**config.mk**
```make
export PLATFORM = sky130hd
export DESIGN_NAME = dior_top
export DESIGN_NICKNAME = d
export VERILOG_FILES = /design/src/inc/dior_pkg.sv /design/src/verilog/dior_top.sv
export SDC_FILE = /design/constraint.sdc
export NUM_CORES = 1
export LEC_CHECK = 0
export ABC_AREA = 1
export BUFFER_PORTS_ARGS = -buffer_cell sky130_fd_sc_hd__buf_2
export CAP_MARGIN = 10
export CORE_UTILIZATION = 50
export CTS_BUF_LIST = sky130_fd_sc_hd__clkbuf_8
export CTS_CLUSTER_DIAMETER = 120
export DETAILED_ROUTE_END_ITERATION = 10
export PLACE_DENSITY = 0.83
export SYNTH_ARGS = -nofsm -noshare
export SYNTH_HDL_FRONTEND = slang
export SYNTH_SLANG_ARGS = --single-unit
```
**constraint.sdc**
```tcl
create_clock -name I_SYS_CLK -period 17.5 [get_ports I_SYS_CLK]
set_input_delay 1.75 -clock I_SYS_CLK [delete_from_list [all_inputs] [get_ports I_SYS_CLK]]
set_output_delay 1.75 -clock I_SYS_CLK [all_outputs]
set_load 0.05 [all_outputs]
```
**src/inc/dior_pkg.sv**
```systemverilog
// Shared constants and types for the DSP I/O register bank
package dior_pkg;
  localparam int          CLK_FREQ_KHZ    = 25000;
  localparam int          LOCK_TIME_MS    = 10;
  localparam int          LOCK_CYCLES     = LOCK_TIME_MS * CLK_FREQ_KHZ;
  // Port addresses
  localparam logic [4:0]  OFF_IRQ_MASK    = 5'h04;
  localparam logic [4:0]  OFF_WAIT_CFG    = 5'h08;
  localparam logic [4:0]  OFF_XFER_CTRL   = 5'h09;
  localparam logic [4:0]  OFF_DRAM_COL    = 5'h0A;
  localparam logic [4:0]  OFF_DRAM_ROW    = 5'h0B;
  localparam logic [4:0]  OFF_REPEAT      = 5'h0C;
  localparam logic [4:0]  OFF_CIRC_LEN    = 5'h0D;
  localparam logic [4:0]  OFF_STACK_PTR   = 5'h0F;
  localparam logic [4:0]  OFF_CODEC0      = 5'h10;
  localparam logic [4:0]  OFF_CODEC1      = 5'h11;
  localparam logic [4:0]  OFF_CLK_MULT    = 5'h15;
  // Field positions
  localparam int          CNT_LSB         = 10;
  localparam int          DIR_BIT         = 15;
  localparam int          CODEC_MASK_BIT  = 1;
  localparam int          WAIT_LSB        = 3;
  // Reset values, RAM bank base and last bit index
  localparam logic [12:0] CLK_MULT_RST    = 13'h0014;
  localparam logic [2:0]  WAIT_RST        = 3'h7;
  localparam logic        MASK_RST        = 1'h1;
  localparam logic [15:0] BANK1_BASE      = 16'h0400;
  localparam logic [3:0]  BITS_LAST       = 4'hF;

  typedef enum logic [1:0]
  {
    S_IDLE  = 2'b00,
    S_FETCH = 2'b01,
    S_STORE = 2'b10
  } dior_state_t;

  typedef struct packed
  {
    logic        rd;
    logic        wr;
    logic [14:0] row;
    logic [14:0] col;
    logic [15:0] wdata;
  } dior_dram_t;

  typedef struct packed
  {
    logic        rd;
    logic        wr;
    logic [15:0] addr;
    logic [15:0] wdata;
  } dior_ram_t;
endpackage

```
**src/verilog/dior_top.sv**
```systemverilog
// I/O register bank: block mover, repeat, circular length, stack pointer, codecs, multiplier
`timescale 1ns/1ps

// ----------------------------------------
// One codec serial channel
// ----------------------------------------
module dior_codec_chan
  import dior_pkg::*;
(
  input  wire logic        i_clk,
  input  wire logic        i_rst_n,
  input  wire logic        i_fs_rise,
  input  wire logic        i_mclk_rise,
  input  wire logic        i_mclk_fall,
  input  wire logic        i_rxd,
  input  wire logic        i_tx_load,
  input  wire logic [15:0] i_tx_word,
  output logic      [15:0] o_rx_word,
  output logic             o_txd,
  output logic             o_done
);
  logic        rx_busy;
  logic        tx_busy;
  logic [3:0]  rx_cnt;
  logic [3:0]  tx_cnt;
  logic [15:0] rx_sh;
  logic [15:0] tx_sh;
  logic [15:0] tx_hold;
  wire         rx_last = rx_busy && i_mclk_fall && (rx_cnt == BITS_LAST);
  wire         tx_last = tx_busy && i_mclk_rise && (tx_cnt == BITS_LAST);

  always_ff @(posedge i_clk or negedge i_rst_n)
  begin
    if (!i_rst_n)
    begin
      rx_busy   <= 1'b0;
      tx_busy   <= 1'b0;
      rx_cnt    <= '0;
      tx_cnt    <= '0;
      rx_sh     <= '0;
      tx_sh     <= '0;
      tx_hold   <= '0;
      o_rx_word <= '0;
      o_txd     <= 1'b0;
      o_done    <= 1'b0;
    end
    else
    begin
      if (i_tx_load)
        tx_hold <= i_tx_word;
      if (i_fs_rise)
      begin
        rx_busy <= 1'b1;
        rx_cnt  <= '0;
        tx_busy <= 1'b1;
        tx_cnt  <= '0;
        tx_sh   <= tx_hold;
      end
      else
      begin
        if (rx_busy && i_mclk_fall)
        begin
          rx_sh  <= {rx_sh[14:0], i_rxd};
          rx_cnt <= rx_cnt + 4'h1;
        end
        if (rx_last)
        begin
          rx_busy   <= 1'b0;
          o_rx_word <= {rx_sh[14:0], i_rxd};
        end
        if (tx_busy && i_mclk_rise)
        begin
          o_txd  <= tx_sh[15];
          tx_sh  <= {tx_sh[14:0], 1'b0};
          tx_cnt <= tx_cnt + 4'h1;
        end
        if (tx_last)
          tx_busy <= 1'b0;
      end
      o_done <= rx_last || tx_last;
    end
  end
endmodule

// ----------------------------------------
// Register bank top
// ----------------------------------------
module dior_top
  import dior_pkg::*;
#(
  parameter int LOCK_CYC = LOCK_CYCLES
)
(
  input  wire logic        I_SYS_CLK,
  input  wire logic        I_RSTN,
  input  wire logic [4:0]  I_IO_ADDR,
  input  wire logic        I_IO_WR,
  input  wire logic        I_IO_RD,
  input  wire logic [15:0] I_IO_WDATA,
  output logic      [15:0] O_IO_RDATA,
  output logic             O_CORE_HOLD,
  output dior_dram_t       O_DRAM,
  input  wire logic [15:0] I_DRAM_RDATA,
  output dior_ram_t        O_RAM,
  input  wire logic [15:0] I_RAM_RDATA,
  input  wire logic        I_RPT_LOAD,
  input  wire logic [9:0]  I_RPT_VALUE,
  input  wire logic        I_REP_STEP,
  output logic             O_REP_LAST,
  input  wire logic        I_MOD_LOAD,
  input  wire logic [9:0]  I_MOD_VALUE,
  input  wire logic        I_AR_UPDATE,
  input  wire logic [15:0] I_AR_CUR,
  input  wire logic [15:0] I_AR_STEP,
  output logic      [15:0] O_AR_NEXT,
  input  wire logic        I_PUSH,
  input  wire logic        I_POP,
  output logic      [4:0]  O_STACK_PTR,
  input  wire logic        I_CODEC_MCLK,
  input  wire logic        I_CODEC_FS,
  input  wire logic        I_CODEC_RXD0,
  input  wire logic        I_CODEC_RXD1,
  output logic             O_CODEC_TXD0,
  output logic             O_CODEC_TXD1,
  output logic             O_CODEC_IRQ,
  output logic      [12:0] O_CLK_MULT,
  output logic             O_CLK_LOCKED
);
  // ----------------------------------------
  // Reset release and pin synchronisers
  // ----------------------------------------
  logic        rst_ff1;
  logic        rst_n;
  logic [3:0]  pin_s1;
  logic [3:0]  pin_s2;
  logic [1:0]  pin_prev;

  always_ff @(posedge I_SYS_CLK or negedge I_RSTN)
  begin
    if (!I_RSTN)
    begin
      rst_ff1 <= 1'b0;
      rst_n   <= 1'b0;
    end
    else
    begin
      rst_ff1 <= 1'b1;
      rst_n   <= rst_ff1;
    end
  end

  always_ff @(posedge I_SYS_CLK or negedge rst_n)
  begin
    if (!rst_n)
    begin
      pin_s1   <= '0;
      pin_s2   <= '0;
      pin_prev <= '0;
    end
    else
    begin
      pin_s1   <= {I_CODEC_RXD1, I_CODEC_RXD0, I_CODEC_FS, I_CODEC_MCLK};
      pin_s2   <= pin_s1;
      pin_prev <= pin_s2[1:0];
    end
  end

  wire mclk_rise = pin_s2[0] && !pin_prev[0];
  wire mclk_fall = !pin_s2[0] && pin_prev[0];
  wire fs_rise   = pin_s2[1] && !pin_prev[1];

  // ----------------------------------------
  // Register decode
  // ----------------------------------------
  logic [5:0]  xfer_cnt;
  logic [9:0]  ram_off;
  logic [14:0] col_start;
  logic [15:0] row_dir;
  logic [2:0]  wait_st;
  logic        codec_mask;
  logic [9:0]  rep_cnt;
  logic [9:0]  circ_len;
  logic [4:0]  sp;
  logic [15:0] rx_word0;
  logic [15:0] rx_word1;
  logic [1:0]  codec_done;
  dior_state_t state;

  wire wr_xfer  = I_IO_WR && (I_IO_ADDR == OFF_XFER_CTRL);
  wire wr_col   = I_IO_WR && (I_IO_ADDR == OFF_DRAM_COL);
  wire wr_row   = I_IO_WR && (I_IO_ADDR == OFF_DRAM_ROW);
  wire wr_mask  = I_IO_WR && (I_IO_ADDR == OFF_IRQ_MASK);
  wire wr_wait  = I_IO_WR && (I_IO_ADDR == OFF_WAIT_CFG);
  wire wr_cdc0  = I_IO_WR && (I_IO_ADDR == OFF_CODEC0);
  wire wr_cdc1  = I_IO_WR && (I_IO_ADDR == OFF_CODEC1);
  wire wr_mult  = I_IO_WR && (I_IO_ADDR == OFF_CLK_MULT);
  wire [5:0] wr_cnt = I_IO_WDATA[15:CNT_LSB];
  wire start    = wr_xfer && (state == S_IDLE) && (wr_cnt != 6'h00);

  logic [15:0] rd_mux;
  always_comb
  begin
    case (I_IO_ADDR)
      OFF_IRQ_MASK:  rd_mux = 16'(codec_mask) << CODEC_MASK_BIT;
      OFF_WAIT_CFG:  rd_mux = 16'(wait_st) << WAIT_LSB;
      OFF_XFER_CTRL: rd_mux = {xfer_cnt, ram_off};
      OFF_DRAM_COL:  rd_mux = {1'b0, col_start};
      OFF_DRAM_ROW:  rd_mux = row_dir;
      OFF_REPEAT:    rd_mux = {6'h00, rep_cnt};
      OFF_CIRC_LEN:  rd_mux = {6'h00, circ_len};
      OFF_STACK_PTR: rd_mux = {11'h000, sp};
      OFF_CODEC0:    rd_mux = rx_word0;
      OFF_CODEC1:    rd_mux = rx_word1;
      default:       rd_mux = 16'h0000;
    endcase
  end

  // ----------------------------------------
  // Programmable registers
  // ----------------------------------------
  logic [17:0] lock_cnt;
  always_ff @(posedge I_SYS_CLK or negedge rst_n)
  begin
    if (!rst_n)
    begin
      O_IO_RDATA   <= '0;
      col_start    <= '0;
      row_dir      <= '0;
      wait_st      <= WAIT_RST;
      codec_mask   <= MASK_RST;
      O_CLK_MULT   <= CLK_MULT_RST;
      lock_cnt     <= '0;
      O_CLK_LOCKED <= 1'b0;
      O_CODEC_IRQ  <= 1'b0;
    end
    else
    begin
      if (I_IO_RD)
        O_IO_RDATA <= rd_mux;
      if (wr_col)
        col_start <= I_IO_WDATA[14:0];
      if (wr_row)
        row_dir <= I_IO_WDATA;
      if (wr_wait)
        wait_st <= I_IO_WDATA[WAIT_LSB +: 3];
      if (wr_mask)
        codec_mask <= I_IO_WDATA[CODEC_MASK_BIT];
      if (wr_mult)
      begin
        O_CLK_MULT   <= I_IO_WDATA[12:0];
        lock_cnt     <= '0;
        O_CLK_LOCKED <= 1'b0;
      end
      else if (lock_cnt == 18'(LOCK_CYC - 1))
        O_CLK_LOCKED <= 1'b1;
      else
        lock_cnt <= lock_cnt + 18'h1;
      O_CODEC_IRQ <= (|codec_done) && !codec_mask;
    end
  end

  // ----------------------------------------
  // Block mover
  // ----------------------------------------
  logic [29:0] dram_ptr;
  logic [9:0]  ram_ptr;
  logic [2:0]  wcnt;
  logic [15:0] buf_word;
  logic        dram_rd;
  logic        dram_wr;
  logic        ram_rd;
  logic        ram_wr;
  wire         dir_in = row_dir[DIR_BIT];

  always_ff @(posedge I_SYS_CLK or negedge rst_n)
  begin
    if (!rst_n)
    begin
      state       <= S_IDLE;
      xfer_cnt    <= '0;
      ram_off     <= '0;
      dram_ptr    <= '0;
      ram_ptr     <= '0;
      wcnt        <= '0;
      buf_word    <= '0;
      O_CORE_HOLD <= 1'b0;
      dram_rd     <= 1'b0;
      dram_wr     <= 1'b0;
      ram_rd      <= 1'b0;
      ram_wr      <= 1'b0;
    end
    else
    begin
      case (state)
        S_IDLE:
        begin
          if (wr_xfer)
          begin
            xfer_cnt <= wr_cnt;
            ram_off  <= I_IO_WDATA[9:0];
          end
          if (start)
          begin
            state       <= S_FETCH;
            O_CORE_HOLD <= 1'b1;
            ram_ptr     <= I_IO_WDATA[9:0];
            dram_ptr    <= {row_dir[14:0], col_start};
            wcnt        <= dir_in ? wait_st : 3'h0;
            dram_rd     <= dir_in;
            ram_rd      <= !dir_in;
          end
        end
        S_FETCH:
        begin
          if (wcnt != 3'h0)
            wcnt <= wcnt - 3'h1;
          else
          begin
            buf_word  <= dir_in ? I_DRAM_RDATA : I_RAM_RDATA;
            dram_rd   <= 1'b0;
            ram_rd    <= 1'b0;
            dram_wr   <= !dir_in;
            ram_wr    <= dir_in;
            wcnt      <= dir_in ? 3'h0 : wait_st;
            state     <= S_STORE;
          end
        end
        S_STORE:
        begin
          if (wcnt != 3'h0)
            wcnt <= wcnt - 3'h1;
          else
          begin
            dram_wr   <= 1'b0;
            ram_wr    <= 1'b0;
            xfer_cnt  <= xfer_cnt - 6'h01;
            ram_ptr   <= ram_ptr + 10'h001;
            dram_ptr  <= dram_ptr + 30'h00000001;
            if (xfer_cnt == 6'h01)
            begin
              state       <= S_IDLE;
              O_CORE_HOLD <= 1'b0;
            end
            else
            begin
              state     <= S_FETCH;
              wcnt      <= dir_in ? wait_st : 3'h0;
              dram_rd   <= dir_in;
              ram_rd    <= !dir_in;
            end
          end
        end
        default:
          state <= S_IDLE;
      endcase
    end
  end

  // Bank 1 base has clear low bits, so the offset drops straight in
  assign O_DRAM = {dram_rd, dram_wr, dram_ptr, buf_word};
  assign O_RAM  = {ram_rd, ram_wr, BANK1_BASE[15:10], ram_ptr, buf_word};

  // ----------------------------------------
  // Repeat, circular addressing, stack
  // ----------------------------------------
  wire [9:0]  circ_m1   = circ_len | (circ_len >> 1);
  wire [9:0]  circ_m2   = circ_m1 | (circ_m1 >> 2);
  wire [9:0]  circ_m4   = circ_m2 | (circ_m2 >> 4);
  wire [9:0]  circ_mask = circ_m4 | (circ_m4 >> 8);
  wire [15:0] circ_base = I_AR_CUR & ~{6'h00, circ_mask};
  wire [9:0]  circ_low  = I_AR_CUR[9:0] & circ_mask;
  wire        step_up   = !I_AR_STEP[15] && (I_AR_STEP != 16'h0000);
  wire        at_top    = step_up && (circ_low == circ_len);
  wire        at_bot    = I_AR_STEP[15] && (circ_low == 10'h000);
  logic [15:0] ar_calc;
  always_comb
  begin
    if (circ_len == 10'h000)
      ar_calc = I_AR_CUR + I_AR_STEP;
    else if (at_top)
      ar_calc = circ_base;
    else if (at_bot)
      ar_calc = circ_base + {6'h00, circ_len};
    else
      ar_calc = I_AR_CUR + I_AR_STEP;
  end

  always_ff @(posedge I_SYS_CLK or negedge rst_n)
  begin
    if (!rst_n)
    begin
      rep_cnt    <= '0;
      O_REP_LAST <= 1'b1;
      circ_len   <= '0;
      O_AR_NEXT  <= '0;
      sp         <= '0;
    end
    else
    begin
      if (I_RPT_LOAD)
      begin
        rep_cnt    <= I_RPT_VALUE;
        O_REP_LAST <= (I_RPT_VALUE == 10'h000);
      end
      else if (I_REP_STEP && rep_cnt != 10'h000)
      begin
        rep_cnt    <= rep_cnt - 10'h001;
        O_REP_LAST <= (rep_cnt == 10'h001);
      end
      if (I_MOD_LOAD)
        circ_len <= I_MOD_VALUE;
      if (I_AR_UPDATE)
        O_AR_NEXT <= ar_calc;
      if (I_PUSH && !I_POP)
        sp <= sp + 5'h01;
      else if (I_POP && !I_PUSH)
        sp <= sp - 5'h01;
    end
  end

  assign O_STACK_PTR = sp;

  // ----------------------------------------
  // Codec channels
  // ----------------------------------------
  dior_codec_chan u_codec0
  (
    .i_clk       (I_SYS_CLK),
    .i_rst_n     (rst_n),
    .i_fs_rise   (fs_rise),
    .i_mclk_rise (mclk_rise),
    .i_mclk_fall (mclk_fall),
    .i_rxd       (pin_s2[2]),
    .i_tx_load   (wr_cdc0),
    .i_tx_word   (I_IO_WDATA),
    .o_rx_word   (rx_word0),
    .o_txd       (O_CODEC_TXD0),
    .o_done      (codec_done[0])
  );

  dior_codec_chan u_codec1
  (
    .i_clk       (I_SYS_CLK),
    .i_rst_n     (rst_n),
    .i_fs_rise   (fs_rise),
    .i_mclk_rise (mclk_rise),
    .i_mclk_fall (mclk_fall),
    .i_rxd       (pin_s2[3]),
    .i_tx_load   (wr_cdc1),
    .i_tx_word   (I_IO_WDATA),
    .o_rx_word   (rx_word1),
    .o_txd       (O_CODEC_TXD1),
    .o_done      (codec_done[1])
  );
endmodule

```
; After elaboration in Yosys (flattened, before gate mapping)
; Index checks and enable logic that the tools add are counted.
[op_classes]
n_mux = 73
eq_ne = 29
bitwise = 9
n_reduce_logical = 76
n_addsub = 14
[op_table]
columns = cell, n
row1 = case mux 16 bit (10 select lines), 1
row2 = 2-to-1 mux 16 bit, 8
row3 = 2-to-1 mux 30 bit, 2
row4 = case mux 30 bit (2 select lines), 1
row5 = 2-to-1 mux 10 bit, 4
row6 = 2-to-1 mux 18 bit, 2
row7 = == test 5 x 4 -> 1 bit (second input constant), 7
row8 = 2-to-1 mux 4 bit, 8
row9 = adder 30 x 1 -> 30 bit (second input constant), 1
row10 = logical NOT 10 bit, 3
row11 = logical AND 1 bit, 28
row12 = nonzero test 2 bit, 13
row13 = 2-to-1 mux 1 bit, 25
row14 = case mux 10 bit (2 select lines), 1
row15 = adder 18 x 1 -> 18 bit (second input constant), 1
row16 = == test 18 bit (second input constant), 1
row17 = 2-to-1 mux 3 bit, 6
row18 = adder 16 x 10 -> 16 bit, 1
row19 = adder 16 bit, 1
row20 = adder 4 x 1 -> 4 bit (second input constant), 4
row21 = bitwise AND 16 bit, 1
row22 = == test 4 bit (second input constant), 4
row23 = inverter 10 -> 16 bit, 1
row24 = AND reduction 2 bit, 8
row25 = 40 further kinds, 69
[word_totals]
input_bits = 119
reg_bits = 370
output_inout_bits = 138

; Depth between registers and ports, before layout
; Gate-level depths: netlist of run 1.
[depth]
ltp_word = 10
ltp_mapped = 25

; By module
; A second synthesis of run 1 with hierarchy kept.
[unflattened]
cells_unflattened = 2532
hier_area_um2 = 20243.2
[modules_own_cells]
columns = module, cells_per_inst, n_inst, area_each_um2, seq_area_each_um2
row1 = dior_top, 1930, 1, 14042.2, 5514.0
row2 = dior_codec_chan, 301, 2, 3100.5, 1876.8

; Worst setup path before layout of run 1
; OpenSTA, ideal clock, no wires.
[synth_path]
path_type = input to register
startpoint = in I_AR_CUR[0]
endpoint = reg O_AR_NEXT[12]
required_time_ns = 17.382
setup_slack_ns = 14.048
arrival_time_ns = 3.334
setup_time_ns = 0.118
stages = 21
path_cell_list = inv_1 > nor2_1 > ha_1 > inv_1 > fa_1 > inv_1 > nand3_1 > nand2_1 > nand2_1 > nand2_1 > nand2_1 > nand2_1 > nand2_1 > nand2_1 > nand2_1 > nand2_1 > nand2_1 > nand2_1 > nand2_1 > nand2_1 > nand2_1
[synth_via]
elab_chain_cells = 6
word_cells_on_any_way = 11
[synth_lines]
columns = element, line_no
row1 = start: declaration, dior_top.sv:113  ; input wire logic [15:0] I_AR_CUR,
row2 = "parallel branches: the longest is 5 deep, another holds adder 16 x 10 -> 16 bit", n/a
row3 = 2-to-1 mux 16 bit (*), dior_top.sv:378  ; if (circ_len == 10'h000)
row4 = end signal: assignment, dior_top.sv:413  ; O_AR_NEXT <= ar_calc;
row5 = end: declaration, dior_top.sv:115  ; output logic [15:0] O_AR_NEXT,
; Every way passes the cells marked *.
; A chain may end at the register's enable or synchronous reset.

; Final worst setup path of run 1
[layout_path]
startpoint = in I_IO_ADDR[2]
endpoint = reg dram_ptr[5]
[layout_via]
elab_chain_cells = 6
[layout_lines]
columns = element, line_no
row1 = start: declaration, dior_top.sv:96  ; input wire logic [4:0] I_IO_ADDR,
row2 = == test 5 x 4 -> 1 bit, dior_top.sv:189  ; wire wr_xfer = I_IO_WR && (I_IO_ADDR == OFF_XFER_CTRL);
row3 = logical AND 1 bit, dior_top.sv:189
row4 = logical AND 1 bit (2 in series), dior_top.sv:198  ; wire start = wr_xfer && (state == S_IDLE) && (wr_cnt != 6'h00);
row5 = != test 2 bit (no line), n/a
row6 = AND reduction 3 bit (no line), n/a
row7 = end signal: assignment, dior_top.sv:307  ; dram_ptr <= {row_dir[14:0], col_start};
row8 = end signal: assignment, dior_top.sv:338  ; dram_ptr <= dram_ptr + 30'h00000001;
row9 = end: declaration, dior_top.sv:265  ; logic [29:0] dram_ptr;
; Every way passes these cells.

==> metrics.md, run 1 <==
| Metric | Value |
|---|---|
| Post-Route WL | `59800 µm` |
| Avg Vias per Cell | `5.57` |
| First-pass GRT wire length | `95800 µm` |
| Crit-path slowest cell | `inv_2` |
| Post-route ant nets | `0` |
| Initial antenna violation count | `3` |
| Switch share | `0.437` |
| Post-CTS Setup Inserts | `0` |
| Pleak | `between 10 and 15 nW` |
| Final Hold Vio Count | `0` |
| Status | `complete, no violations` |
| Comb pwr share | `0.363` |
| Sequential Power Share | `0.380` |
| F_max | `269 MHz` |
| Cells after DPL | `3243` |
| Max-Cap Viols | `0` |
| Clk_skew | `around 0.034 ns` |
| Share of post-route cells with drive strength above 1 | `0.143` |
| #FFs+latches synth | `between 300 and 400` |
| Residual DRC | `0` |
| RSZ-0062 raised after global routing | `no` |
| Ys Warns | `0` |
| Cell Area, Synth | `between 0.015 and 0.02 mm²` |
| Crit-path cells | `buf_2, nor3_4, nand2_2, nor2_1, nand2_1, nand2_1, nand2_1, buf_4, inv_2, o21ai_0, mux2_2` |
| Starting Density | `0.510` |
| Worst slew pin tran | `1.06 ns` |
| CTS clk-pin slew, worst paths | `0.06 ns` |
| CP max FO | `49` |
| Setup violations, final | `0` |
| I/O pin cnt | `257` |
| I/O Buffers | `250` |
| Routability cong. | `0.998` |
| Die span in x | `201 µm` |
| Hold crit path type | `reg2reg` |
| Die Span Y | `201 µm` |
| Clock sinks | `370` |
| Post-synthesis sequential area ratio | `0.468` |
| Part of the power in the clock network | `0.257` |
| Root buf cell | `clkbuf_8` |
| Via count | `18700` |
| Worst slew margin | `0.294` |
| CTS tree | `yes` |
| CTS Buffer Depth | `3` |
| DRT Pass-1 Iters | `6` |
| Drt initial violations | `around 1800` |
| Worst endpoint required time | `roughly 18 ns` |
| Cells after synthesis | `2567` |
| Final worst path period need | `3.72 ns` |
| Fin crit share | `0.212` |
| Post-synthesis async set-or-reset flop share | `1.00` |
| Startpoint types | `primary input` |
| Nets | `2960` |
| # hold bufs at CTS | `0` |
| Die ar. | `approximately 0.040 mm²` |
| Largest net degree at the start of global routing | `between 150 and 200` |
| Core ar. | `0.0388 mm²` |
| GRT Util Overall | `0.299` |
| Post-route insts no fill | `3363` |
| Cell mode on critical path | `nand2_1` |
| VDD IR max | `0.0995 mV` |
| Final Slew Violations | `0` |
| DR WL/cell | `roughly 18 µm` |
| H-tree depth | `3` |
| HPWL after detailed placement | `42900 µm` |
| Avg Cell Area, Syn | `7.71 µm²` |
| Vias in the first global route | `18100` |
| Worst Path Arrival | `about 4.2 ns` |
| Top delay family on crit path | `buffers and inverters` |
| Pwr/cell area | `140 mW/mm²` |
| Switching power | `1.39 mW` |
| CP peak stage delay | `just over 0.6 ns` |
| GRT Residual Overflow | `0` |
| Buf/Inv on CP | `3` |
| Main synth FF type | `dfrtp_1` |
| Cts repair resizes | `0` |
| Setup TNS | `0 ns` |
| Worst-Skew Late Latency | `0.63 ns` |
| Number of flops mapped to enable cells by yosys | `0` |
| Crit. End Element | `register` |
| P&R area growth vs syn | `14.3%` |
| Synth unique cells | `57` |
| Row Count | `slightly above 70` |
| CP Class | `in2reg` |
| CTS Buf Count | `66` |
| Internal power | `1.78 mW` |
flip-flops by register name (all words and copies together) (netlist names), 5 cells and up:
name,flops
dram_ptr,30
lock_cnt,18
O_AR_NEXT,16
O_IO_RDATA,16
buf_word,16
row_dir,16
u_codec0.o_rx_word,16
u_codec0.tx_hold,16
u_codec0.tx_sh,16
u_codec1.o_rx_word,16
u_codec1.tx_hold,16
u_codec1.tx_sh,16
col_start,15
u_codec0.rx_sh,15
u_codec1.rx_sh,15
O_CLK_MULT,13
circ_len,10
ram_off,10
ram_ptr,10
rep_cnt,10
xfer_cnt,6
O_STACK_PTR,5
power groups by stage:
stage	clock, mW	sequential (mW)	combinational (mW)
finish	0.813	1.20	1.15
global route	0.865	1.23	1.26
CTS	0.828	1.20	1.15
detailed placement	0	1.21	1.14
global placement	0	1.20	1.11
floorplan	0	1.45	0.624
worst paths after layout:
check / from / endpoint / slack, ns / cells after the start
worst min register to register: pin_s1[2]$_DFF_PN0_ / pin_s2[2]$_DFF_PN0_ / 0.35 / 0
worst min-delay path: pin_s1[2]$_DFF_PN0_ / pin_s2[2]$_DFF_PN0_ / 0.35 / 0
min in group asynchronous: rst_n$_DFF_PN0_ / xfer_cnt[0]$_DFFE_PN0P_ / 0.37 / 0
max in group asynchronous: rst_n$_DFF_PN0_ / O_AR_NEXT[7]$_DFFE_PN0P_ / 15.02 / 2
worst max-delay path: I_IO_ADDR[2] / dram_ptr[5]$_DFFE_PN0P_ / 13.78 / 11
worst max register to register: state[0]$_DFFE_PN0P_ / dram_ptr[5]$_DFFE_PN0P_ / 13.99 / 13
cell families (layout without fill, tap and decap cells):
logic type,after synthesis,count (layout),share of synthesized area
mux,5,5,0.00284
other cells,2,10,0.000379
simple gates,1156,1156,0.243
xor+xnor,46,46,0.0204
buf+inv,448,718,0.0916
flops,370,370,0.468
compound gates,492,492,0.142
fa+ha+maj,48,48,0.0315
final cells by class:
class	count	area, µm²
Fill cell	3461	16200
Clock inverter	36	210
Timing Repair Buffer	263	1360
Clock buffer	81	1110
Inverter	338	1270
Tap cell	518	648
Multi-Input combinational cell	1754	8730
Antenna cell	3	7.51
Sequential cell	370	9270
cell usage after synthesis, drive strengths merged, types with 4 or more instances:
master	n	area [µm²]
o22ai	22	138
nand4	35	219
a2bb2oi	4	35.0
nand3	120	646
xor2	29	254
o221ai	18	158
nand2	760	2870
a31oi	8	50.1
dfstp	7	184
ha	45	563
nor3	33	176
mux2	5	56.3
xnor2	17	149
clkinv	11	41.3
o21ai	281	1410
o31ai	20	150
inv	327	1230
or2	6	37.5
dfrtp	363	9080
o211ai	18	135
clkbuf	67	251
nor4	11	68.8
a221oi	8	70.1
a22o	7	61.3
a21oi	87	435
buf	43	293
nor2	183	744
cells in the final DEF, fill, tap and decap left out, types with 8 or more instances in the layout:
| cell | netlist | routed |
|---|---|---|
| nand2_1 | 756 | 756 |
| dfrtp_1 | 363 | 362 |
| inv_1 | 321 | 344 |
| o21ai_0 | 271 | 271 |
| buf_2 | 12 | 250 |
| nor2_1 | 174 | 173 |
| nand3_1 | 114 | 114 |
| a21oi_1 | 87 | 87 |
| clkbuf_8 | 0 | 81 |
| ha_1 | 45 | 45 |
| nand4_1 | 35 | 35 |
| nor3_1 | 32 | 32 |
| xor2_1 | 29 | 29 |
| o22ai_1 | 22 | 22 |
| o31ai_1 | 20 | 20 |
| o221ai_1 | 18 | 18 |
| o211ai_1 | 18 | 18 |
| xnor2_1 | 17 | 17 |
| buf_4 | 27 | 12 |
| clkinv_1 | 11 | 11 |
| nor4_1 | 11 | 11 |
| o21ai_1 | 10 | 10 |
| a221oi_1 | 8 | 8 |
| a31oi_1 | 8 | 8 |
metal layers:
metal | GRT usage | wire length [µm] | vias to the layer above | part of all wire
li1 | - | - | 8771 | -
met1 | 0.396 | 24700 | 8912 | 0.41
met2 | 0.471 | 27400 | 846 | 0.46
met3 | 0.0567 | 4890 | 196 | 0.082
met4 | 0.147 | 2750 | 0 | 0.046
met5 | 0 | 0 | - | 0
worst reg2reg max path: cells and delay by family, from the launching register on:
family | cells | cell delay (ns)
and+or+nand+nor | 2 | 0.34
DFF | 1 | 0.40
muxes | 1 | 0.31
AOI/OAI and AO/OA | 2 | 0.30
buffers and inverters | 7 | 1.92
adders and majority gates | 1 | 0.15
stage by stage:
stage	utilization	hold slack, ns	setup WS, ns	instance area, µm²	total power [mW]
6_report	0.582	0.349	13.78	22600	3.17
4_1_cts	0.582	0.353	13.91	22600	3.17
5_1_grt	0.582	0.364	13.60	22600	3.35
3_3_place_gp	0.548	0.336	13.35	21300	2.31
2_1_floorplan	-	0.331	6.44	19800	2.07
3_5_place_dp	0.548	0.341	13.25	21300	2.35
No activity file was read; power rests on OpenSTA's default activity.
==> inputs of run 2 (changes only) <==
PLACE_DENSITY = 0.85   (was 0.83)
clock period = 3 ns   (was 17.5 ns; I/O delays follow)
==> run 2 against run 1 <==
Net effect: flip-flop and latch count unchanged; clock power rose to 5.9 times the previous value; non-clock buffer count up 97; core utilization grew 2.5 points; critical path depth rose by 11; worst setup slack lost 13 ns; critical endpoint is now O_AR_NEXT[14]$_DFFE_PN0P_; wire length grew 2.7%; first-iteration DRC count rose by 12%; critical path type is now reg2reg; largest power group is now combinational cells; die area stayed put; hold slack got worse by 0.31 ns; global-route usage is 0.35 points higher.
==> metrics.md, run 2 (synthesized netlist as in run 1, its figures left out) <==
| Metric | Value |
|---|---|
| GRT Residual Overflow | `0 (unchanged)` |
| Nets | `3051 (was 2960)` |
| Core ar. | `0.0388 mm² (unchanged)` |
| Worst Path Arrival | `3.28 ns (was 4.24 ns)` |
| Vias in the first global route | `18500 (was 18100)` |
| Drt initial violations | `1963 (was 1755)` |
| Metal2 WL | `27600 µm (was 27400 µm)` |
| M1 wire length | `24700 µm (about the same)` |
| I/O Buffers | `250 (unchanged)` |
| Max reg flops | `30 (unchanged)` |
| Setup violations, final | `0 (unchanged)` |
| Cell mode on critical path | `nand2_1 (unchanged)` |
| Metal3 WL | `5520 µm (was 4890 µm)` |
| Crit-path cells | `nor2_4, nand2_4, nor2_4, nand3_4, nor2_4, ha_2, inv_1, fa_2, inv_1, nand2_1, nand3_1, nand2_1, nand2_1, nand2_1, nand2_1, nand2_1, nand2_1, nand2_1, nand2_1, nand2_1, nand2_1, nand2_1 (was buf_2, nor3_4, nand2_2, nor2_1, nand2_1, nand2_1, nand2_1, buf_4, inv_2, o21ai_0, mux2_2)` |
| First-pass GRT wire length | `97200 µm (was 95800 µm)` |
| Crit-path slowest cell | `dfrtp_1 (was inv_2)` |
| Most frequent cells in the layout | `nand2_1, dfrtp_1, inv_1 (unchanged)` |
| Final worst path period need | `2.71 ns` |
| Max layer used | `met5 (was met4)` |
| Starting Density | `0.510 (unchanged)` |
| Clock sinks | `370 (unchanged)` |
| Worst slew pin tran | `0.934 ns (was 1.06 ns)` |
| Post-route ant nets | `0 (unchanged)` |
| F_max | `369 MHz` |
| Final Hold Vio Count | `0 (unchanged)` |
| H-tree depth | `2 (was 3)` |
| CTS tree | `yes (unchanged)` |
| Worst-Skew Late Latency | `0.70 ns (was 0.63 ns)` |
| Hold Slack | `0.0413 ns (was 0.349 ns)` |
| Worst slew margin | `0.376 (was 0.294)` |
| I/O pin cnt | `257 (unchanged)` |
| Crit. End Element | `register (unchanged)` |
| Sequential Power Share | `0.373 (was 0.380)` |
| Worst endpoint required time | `3.57 ns (was 18.02 ns)` |
| CP Class | `reg2reg (was in2reg)` |
| Comb pwr share | `0.375 (was 0.363)` |
| CTS Buffer Depth | `3 (unchanged)` |
| Internal power | `10.7 mW (was 1.78 mW)` |
| GRT Util Overall | `0.303 (was 0.299)` |
| Die ar. | `0.0404 mm² (unchanged)` |
| VDD IR max | `0.575 mV (was 0.0995 mV)` |
| Pleak | `12.1 nW (was 11.7 nW)` |
| CTS Buf Count | `60 (was 66)` |
| Clk_skew | `0.0360 ns (was 0.0337 ns)` |
| Share of post-route cells with drive strength above 1 | `0.147 (was 0.143)` |
| Top Registers | `dram_ptr: 30 flops, lock_cnt: 18 flops (unchanged)` |
| Most common cell after layout, fill and taps aside | `nand2_1 (unchanged)` |
| Reg2reg setup slack | `0.29 ns (was 13.99 ns)` |
| Max-Cap Viols | `0 (unchanged)` |
| Routability cong. | `0.977 (was 0.998)` |
| Initial antenna violation count | `7 (was 3)` |
| Die Span Y | `201 µm (unchanged)` |
| CP max FO | `4 (was 49)` |
| HPWL after detailed placement | `43200 µm (was 42900 µm)` |
| Largest net degree at the start of global routing | `70 (was 194)` |
| Residual DRC | `0 (unchanged)` |
| CTS clk-pin slew, worst paths | `0.06 ns (about the same)` |
| Fillers | `3292 (was 3461)` |
| Largest Register | `dram_ptr (unchanged)` |
| Fin crit share | `0.904` |
| CP peak stage delay | `0.42 ns (was 0.62 ns)` |
| Post-Route WL | `61400 µm (was 59800 µm)` |
| DR WL/cell | `17.8 µm (about the same)` |
| Part of the power in the clock network | `0.252 (was 0.257)` |
| R2R depth | `22 (was 13)` |
| Hold crit path type | `in2reg (was reg2reg)` |
| Pwr/cell area | `803 mW/mm² (was 140 mW/mm²)` |
| DRT Pass-1 Iters | `8 (was 6)` |
| Worst Hold Depth | `3 (was 0)` |
| Startpoint types | `register (was primary input)` |
| Row Count | `72 (unchanged)` |
| Final Slew Violations | `0 (unchanged)` |
| Status | `complete, no violations (unchanged)` |
| Die span in x | `201 µm (unchanged)` |
| Switch share | `0.433 (was 0.437)` |
| Switching power | `8.20 mW (was 1.39 mW)` |
| Root buf cell | `clkbuf_8 (unchanged)` |
| P&R area growth vs syn | `19.3% (was 14.3%)` |
| Avg Vias per Cell | `5.59 (was 5.57)` |
| Via count | `19300 (was 18700)` |
| Pwr Total | `18.9 mW (was 3.17 mW)` |
[run 2: cell types whose count changed in the layout (fill, tap and decap cells not counted), sizes merged]
| cell | change |
|---|---|
| dlygate4sd3 | +72 |
| buf | +25 |
| clkbuf | -9 |
| bufinv | +4 |
| clkinv | +2 |
| inv | -2 |
[run 2: worst paths after layout]
path | endpoint | startpoint
worst max-delay path | O_AR_NEXT[14]$_DFFE_PN0P_ | circ_len[6]$_DFFE_PN0P_
worst min-delay path | circ_len[8]$_DFFE_PN0P_ | I_MOD_LOAD
max in group asynchronous | O_AR_NEXT[15]$_DFFE_PN0P_ | rst_n$_DFF_PN0_
worst min register to register | pin_s2[2]$_DFF_PN0_ | pin_s1[2]$_DFF_PN0_
worst max register to register | O_AR_NEXT[14]$_DFFE_PN0P_ | circ_len[6]$_DFFE_PN0P_
min in group asynchronous | ram_ptr[5]$_DFFE_PN0P_ | rst_n$_DFF_PN0_
[run 2: power by group through the flow]
stage / Sequential [mW] / Clock [mW] / Combinational, mW
CTS: 7.02 / 4.84 / 7.01
floorplan: 8.43 / 0 / 3.64
finish: 7.06 / 4.78 / 7.11
detailed placement: 7.08 / 0 / 6.72
global route: 7.18 / 5.04 / 7.70
global placement: 7.03 / 0 / 6.52
[run 2: stage by stage]
stage	area, µm²	utilization	instances	TNS [ns]	worst slack (ns)
after detailed placement	21500	0.553	3262	0	0.150
after floorplan	19800	-	2572	-232.06	-0.643
after global routing	23600	0.608	3455	-0.00828	-0.00828
final	23600	0.608	3455	0	0.287
after global placement	21500	0.553	3262	0	0.188
after CTS	23500	0.606	3446	0	0.141
[run 2: final cells by class]
| type | instances | area (µm²) | area share |
|---|---|---|---|
| well taps | 518 | 648 | 0.0275 |
| flip-flops and latches | 370 | 9270 | 0.393 |
| inverters | 338 | 1270 | 0.0538 |
| diodes | 3 | 7.51 | 0.000318 |
| clock inverters | 40 | 319 | 0.0135 |
| clock buffers | 72 | 991 | 0.0420 |
| repair buffers | 360 | 2330 | 0.0988 |
| multi-input cells | 1754 | 8760 | 0.371 |
[run 2: repair_timing]
item / CTS / global route
setup buffers: 0 / 6
setup endpoints to repair: 0 / 6
resized for setup: 0 / 11
hold buffers: 72 / 0
hold endpoints to repair: 55 / 0
[run 2: worst max-delay path: cells and delay by family, from the launching register on]
family | cells | cell delay, ns
adders and majority gates | 2 | 0.54
buffers and inverters | 2 | 0.14
DFF | 1 | 0.42
and+or+nand+nor | 18 | 1.49
[run 2: routing by layer]
layer,vias to the layer above,GRT usage
li1,8944,-
met1,9105,0.396
met2,1024,0.470
met3,237,0.0550
met4,8,0.181
met5,-,0
